<file path="src/rtl/commit_page_por_regs.svh">
`ifndef COMMIT_PAGE_POR_REGS_SVH
`define COMMIT_PAGE_POR_REGS_SVH
`define ADDR_COMMIT_PAGE_SELECT     8'h91
`define ADDR_POWERON_RAMP_CONTROL   8'had
`define ADDR_CRYSTAL_LOAD_CAP_HIGH  8'hc7
`define ADDR_CRYSTAL_LOAD_CAP_LOW   8'hc8
`define COMMIT_PAGE_RESET           4'h0
`define COMMIT_PAGE_LAST            4'h5
`define FIRST_SLOW_BIT              2
`define SECOND_SLOW_BIT             6
`define FIRST_SLOW_RESET            1'b0
`define SECOND_SLOW_RESET           1'b0
`define PAGE_COUNT                  6
`define SLOW_DELAY_MS               60
`define CLK_HZ                      25000000
`define SLOW_DELAY_CYCLES           ((`SLOW_DELAY_MS * `CLK_HZ) / 1000)
`endif

</file>
<file path="src/rtl/commit_page_por_pkg.sv">
`default_nettype none
package commit_page_por_pkg;
  typedef logic [3:0] page_t;
  typedef enum {PorIdle, PorWait, PorDone} por_state_t;
endpackage : commit_page_por_pkg
`default_nettype wire

</file>
<file path="src/rtl/commit_page_por_xo_readback_regs.sv">
// Operation
// - page field selects commit target region
// - six pages; two select pins pick power-up page 0 to 3
// - slow bits at 2 and 6 slow ramp
// - either slow bit plus both loop bandwidths adds 60 ms delay
// - ten-bit capacitance code read-only, split bytes
`include "commit_page_por_regs.svh"
`default_nettype none
module commit_page_por_xo_readback_regs
  import commit_page_por_pkg::*;
#(
  parameter int unsigned SLOW_DELAY_CYCLES = `SLOW_DELAY_CYCLES
)
(
  // clock and reset
  input  wire logic       clk,
  input  wire logic       srst,
  // register port
  input  wire logic       regWrite,
  input  wire logic [7:0] regAddr,
  input  wire logic [7:0] regWdata,
  output logic      [7:0] regRdata,
  // nonvolatile restore of the first slow bit, taken at reset release
  input  wire logic       firstSlowNvm,
  // page-select pins and pll state
  input  wire logic [1:0] pageSelPins,
  input  wire logic       firstPllLoopBandwidth,
  input  wire logic       secondPllLoopBandwidth,
  input  wire logic [9:0] crystalLoadCapCode,
  input  wire logic       poweronStart,
  // outputs to the store operation and power-on sequencer
  output logic      [3:0] commitPageField,
  output logic      [2:0] powerupPage,
  output logic            firstPllSlowPoweron,
  output logic            secondPllSlowPoweron,
  output logic            poweronDone
);
  function automatic logic hit(input logic [7:0] a, input logic [7:0] ref_a);
    hit = (a == ref_a);
  endfunction : hit

  page_t       pageReg;
  page_t       pageNext;
  logic        slow1Reg;
  logic        slow1Next;
  logic        slow2Reg;
  logic        slow2Next;
  logic        nvmLoadReg;
  logic [9:0]  capReg;
  logic [2:0]  pinPageReg;
  por_state_t  porReg;
  por_state_t  porNext;
  logic [21:0] cntReg;
  logic [21:0] cntNext;

  // write strobes, one per writable register
  wire logic wrPage;
  wire logic wrPor;
  assign wrPage = regWrite && hit(regAddr, `ADDR_COMMIT_PAGE_SELECT);
  assign wrPor  = regWrite && hit(regAddr, `ADDR_POWERON_RAMP_CONTROL);

  // read selects
  wire logic rdPage;
  wire logic rdPor;
  wire logic rdCapHigh;
  wire logic rdCapLow;
  assign rdPage    = hit(regAddr, `ADDR_COMMIT_PAGE_SELECT);
  assign rdPor     = hit(regAddr, `ADDR_POWERON_RAMP_CONTROL);
  assign rdCapHigh = hit(regAddr, `ADDR_CRYSTAL_LOAD_CAP_HIGH);
  assign rdCapLow  = hit(regAddr, `ADDR_CRYSTAL_LOAD_CAP_LOW);

  // register views with reserved positions forced to zero
  wire logic [7:0] pageView;
  wire logic [7:0] porView;
  wire logic [7:0] capHighView;
  wire logic [7:0] capLowView;
  assign pageView    = {4'h0, pageReg};
  assign porView     = {1'b0, slow2Reg, 3'h0, slow1Reg, 2'h0};
  assign capHighView = {6'h00, capReg[9:8]};
  assign capLowView  = capReg[7:0];

  assign regRdata = rdPage    ? pageView :
                    rdPor     ? porView :
                    rdCapHigh ? capHighView :
                    rdCapLow  ? capLowView :
                    8'h00;

  // the restored value wins over a write in the load cycle
  assign slow1Next = nvmLoadReg ? firstSlowNvm :
                     (wrPor ? regWdata[`FIRST_SLOW_BIT] : slow1Reg);
  assign slow2Next = wrPor ? regWdata[`SECOND_SLOW_BIT] : slow2Reg;
  assign pageNext  = wrPage ? regWdata[3:0] : pageReg;

  wire logic slowActive;
  wire logic cntEnd;
  assign slowActive = (slow1Reg || slow2Reg) && firstPllLoopBandwidth
                      && secondPllLoopBandwidth;
  assign cntEnd     = (cntReg == 22'(SLOW_DELAY_CYCLES - 1));
  assign cntNext    = (porReg == PorWait) ? cntReg + 22'h000001 : 22'h000000;

  always_ff @(posedge clk)
  begin
    if (srst)
    begin
      pageReg <= `COMMIT_PAGE_RESET;
    end
    else
    begin
      pageReg <= pageNext;
    end
  end

  always_ff @(posedge clk)
  begin
    if (srst)
    begin
      slow1Reg <= `FIRST_SLOW_RESET;
    end
    else
    begin
      slow1Reg <= slow1Next;
    end
  end

  always_ff @(posedge clk)
  begin
    if (srst)
    begin
      slow2Reg <= `SECOND_SLOW_RESET;
    end
    else
    begin
      slow2Reg <= slow2Next;
    end
  end

  always_ff @(posedge clk)
  begin
    if (srst)
    begin
      nvmLoadReg <= 1'b1;
    end
    else
    begin
      nvmLoadReg <= 1'b0;
    end
  end

  always_ff @(posedge clk)
  begin
    if (srst)
    begin
      capReg <= 10'h000;
    end
    else
    begin
      capReg <= crystalLoadCapCode;
    end
  end

  always_ff @(posedge clk)
  begin
    if (srst)
    begin
      pinPageReg <= 3'h0;
    end
    else
    begin
      pinPageReg <= {1'b0, pageSelPins};
    end
  end

  always_ff @(posedge clk)
  begin
    if (srst)
    begin
      porReg <= PorIdle;
    end
    else
    begin
      porReg <= porNext;
    end
  end

  always_ff @(posedge clk)
  begin
    if (srst)
    begin
      cntReg <= 22'h000000;
    end
    else
    begin
      cntReg <= cntNext;
    end
  end

  always_comb
  begin
    porNext = porReg;
    case (porReg)
      PorIdle:
      begin
        if (poweronStart)
        begin
          if (slowActive)
            porNext = PorWait;
          else
            porNext = PorDone;
        end
      end
      PorWait:
      begin
        if (cntEnd)
          porNext = PorDone;
      end
      PorDone:
      begin
        porNext = PorDone;
      end
      default:
      begin
        porNext = PorIdle;
      end
    endcase
  end

  assign commitPageField      = pageReg;
  assign powerupPage          = pinPageReg;
  assign firstPllSlowPoweron  = slow1Reg;
  assign secondPllSlowPoweron = slow2Reg;
  assign poweronDone          = (porReg == PorDone);
endmodule : commit_page_por_xo_readback_regs
`default_nettype wire

</file>
<file path="config.mk">
export PLATFORM = sky130hd
export DESIGN_NAME = commit_page_por_xo_readback_regs
export DESIGN_NICKNAME = d
export VERILOG_FILES = /design/src/rtl/commit_page_por_pkg.sv /design/src/rtl/commit_page_por_xo_readback_regs.sv
export VERILOG_INCLUDE_DIRS = /design/src /design/src/rtl
export SDC_FILE = /design/constraint.sdc
export NUM_CORES = 1
export LEC_CHECK = 0
export BUFFER_PORTS_ARGS = -buffer_cell sky130_fd_sc_hd__buf_2
export CAP_MARGIN = 0
export CORE_MARGIN = 4
export CORE_UTILIZATION = 52
export DETAILED_ROUTE_END_ITERATION = 10
export GPL_ROUTABILITY_DRIVEN = 0
export GPL_TIMING_DRIVEN = 0
export MAX_ROUTING_LAYER = met4
export PLACE_DENSITY = 0.79
export SLEW_MARGIN = 20
export SYNTH_ARGS = -nofsm -noshare
export SYNTH_HDL_FRONTEND = slang
export SYNTH_SLANG_ARGS = --single-unit
</file>
<file path="constraint.sdc">
create_clock -name clk -period 2.5 [get_ports clk]
set_input_delay 0.5 -clock clk [delete_from_list [all_inputs] [get_ports clk]]
set_output_delay 0.5 -clock clk [all_outputs]
set_load 0.05 [all_outputs]
</file>
==> results.cfg <==
[logic_synthesis]
async_flop_share_pct = 0
yosysSeqAreaShare_pct = 43.43
synth-seq-cells = 43
synthDistinctLibCells = 46
yosys_warnings = 0
ys.flop_type = dfxtp_1
synth.cell_area_um2 = 1982
syn_area_per_cell_um2 = 9.175
syn-num-nets = 256
synth_edf_count = 0
syn_inst = 216

[floorplanning]
rows = 22
fp.dieArea_um2 = 4863
chipHeight_um = 69.74
fp.dieW_um = 69.74
boundaryPins = 53
floorplan.initialDensity_pct = 54.14
core_um2 = 3661

[worst_setup_path]
cp_slowest_cell = nor4_4
cp-start-kind = primary input
worstPathMaxFanout = 8
path_cells = buf_2 > nand4bb_1 > nor4_4 > a22oi_1 > a21oi_2 > buf_2
required_ns = 2.00
path_delay_family = simple AND/OR/NAND/NOR gates
max_stage_delay_ns = 0.44
cp.arrival_ns = 1.89
timing.rr.start = porReg[1]$_SDFFE_PP0P_
r2r-end = porReg[1]$_SDFFE_PP0P_
cp-startpoint = regAddr[5]
cp-end-kind = primary output
rrSetupSlack_ns = 0.45
cp.depth = 6
r2r_cells = 6
crit_type = primary input to primary output
timing.critical_path.buf_inv = 2
crit_top_cell = buf_2

[finish]
layout-drive-gt1-share_pct = 25.00
instances_no_fill = 320
num-fill-cells = 311
final_common_cell = buf_2
n_antenna_cell = 0
final_nets = 311
layout_common_cells = 49 x buf_2, 43 x dfxtp_1, 23 x nor2_1, 18 x nand2_1, 14 x nor2b_1
area_growth_pct = 22.98

[sta]
fin_crit_ns = 2.387
setup_viol = 0
slew_viol_final = 0
rsz0062_at_grt = false
max_freq_mhz = 418.9
hold_slack_ns = 0.3871
hold_viol = 0
finalClockSkew_ns = 0.005875
fin_crit_sh_pct = 95.50

[power]
clockPowerShare_pct = 43.3
p_leak_uw = 0.001083
combPwrFrac_pct = 8.4
switching_share_pct = 21.46
irDropWorstVdd_mv = 0.3556
seq_power_share_pct = 48.2
p_per_area_nw_per_um2 = 602.3
p_int_uw = 1153
p_sw_uw = 315.1

[grt]
antenna_found_initial = 0
grt_pass1_wl_um = 6948
grt_max_degree = 15
grt_usage_pct = 17.98
grt-ovfl-total = 0
grt_pass1_vias = 1600

[hold_path]
hold_path_end = nvmLoadReg$_DFF_P_
holdCritStartpoint = srst
min_path_type = primary input to flip-flop
hold_depth = 1

[clocking]
clock_latency_ns = 0.30
cts-root-buf = clkbuf_8
cts_setup_buffers = 0
cts_tree = yes
holdBufCountCts = 0
cts-htree-levels = 2
clk_pin_slew_ns = 0.08
clk_path_buf_depth = 2
cts_made_buffers = 5
clock_sinks = 43

[detailed_routing]
via_count = 1691
drt_iter0_drc = 48
via_per_inst = 5.284
firstDrtPassIters = 4
drt-total-wl_um = 4239
postRouteAntennaNets = 0
wl_per_cell_um = 13.25
detail_route.drc_violations = 0

[outcome]
status = finished clean

[run]
drv_cap = 0

[placement]
dp_hpwl_um = 3166
port_buffers = 48
dpl.cell_count = 312
-- sequential cells by signal, indices dropped and copies added, names as in the netlist --
register and count:
cntReg 22, powerupPage 2, commitPageField 4, firstPllSlowPoweron 1
porReg 2, nvmLoadReg 1, secondPllSlowPoweron 1, capReg 10
-- power groups by stage --
| stage | Clock, uW | Sequential [uW] | Combinational (uW) |
|---|---|---|---|
| global placement | 0 | 724 | 118 |
| CTS | 654 | 709 | 124 |
| detailed placement | 0 | 724 | 122 |
| floorplan | 0 | 733 | 69.9 |
| finish | 636 | 708 | 123 |
| global route | 677 | 710 | 136 |
-- through the flow --
| stage | setup TNS [ns] | worst slack, ns | util, % | cell area [um^2] | power (uW) |
|---|---|---|---|---|---|
| finish | 0 | 0.1125 | 66.58 | 2437 | 1468 |
| global route | 0 | 0.01408 | 66.58 | 2437 | 1523 |
| CTS | 0 | 0.1062 | 66.40 | 2431 | 1487 |
| detailed placement | -0.06631 | -0.06631 | 62.44 | 2286 | 845.7 |
| global placement | -0.06420 | -0.06420 | 62.44 | 2286 | 841.7 |
| floorplan | 0 | 0.2078 | - | 1986 | 802.4 |
-- how the worst max path moves through the flow --
stage	endpoint	slack [ns]
floorplan	regRdata[2]	0.21
global placement	regRdata[2]	-0.06
detailed placement	regRdata[2]	-0.07
CTS	regRdata[2]	0.11
global route	regRdata[2]	0.01
finish	regRdata[2]	0.11
-- routing by layer --
metal  vias to the layer above  wire, um  track usage [%]
li1                        874         -                -
met1                       766      1905            20.07
met2                        44      1985            30.19
met3                         7       295            6.232
met4                         0        52            5.745
met5                         -         0                -
-- synth_stat cells (4+ instances only) --
cell type	number	area (um^2)
a21oi_1	7	35.03
a31oi_1	5	31.28
a41o_1	5	50.05
and2_1	6	37.54
and4_1	4	35.03
clkbuf_1	6	22.52
dfxtp_1	43	860.8
ha_1	5	62.56
inv_1	5	18.77
mux2i_1	8	80.08
nand2_1	18	67.56
nand2b_1	4	25.02
nand3_1	9	45.04
nor2_1	23	86.33
nor2b_1	14	87.58
or4_1	4	30.03
xnor2_1	4	35.03
xor2_1	5	43.79
-- logic make-up after synthesis --
kind of cell	count (synthesis)	share of synthesized area, %
fa+ha+maj	5	3.157
compound gates	31	11.24
buf+inv	14	3.093
other cells	1	0.1892
mux	9	4.798
simple gates	104	30.11
flops	43	43.43
xor+xnor	9	3.977
-- final cells by class --
| class | count | area [um^2] | area share (%) |
|---|---|---|---|
| clock inverters | 3 | 67.56 | 2.772 |
| flip-flops and latches | 43 | 860.8 | 35.32 |
| plain buffers | 9 | 42.54 | 1.745 |
| inverters | 5 | 18.77 | 0.7700 |
| repair buffers | 48 | 240.2 | 9.856 |
| well taps | 48 | 60.06 | 2.464 |
| multi-input cells | 159 | 1079 | 44.25 |
| clock buffers | 5 | 68.82 | 2.823 |
-- timing repair --
action	CTS	global route
resized for setup	1	1
gates cloned	0	0
pin swaps	0	0
setup endpoints to repair	1	1
hold endpoints to repair	0	0
Power figures use the tool's default switching activity.
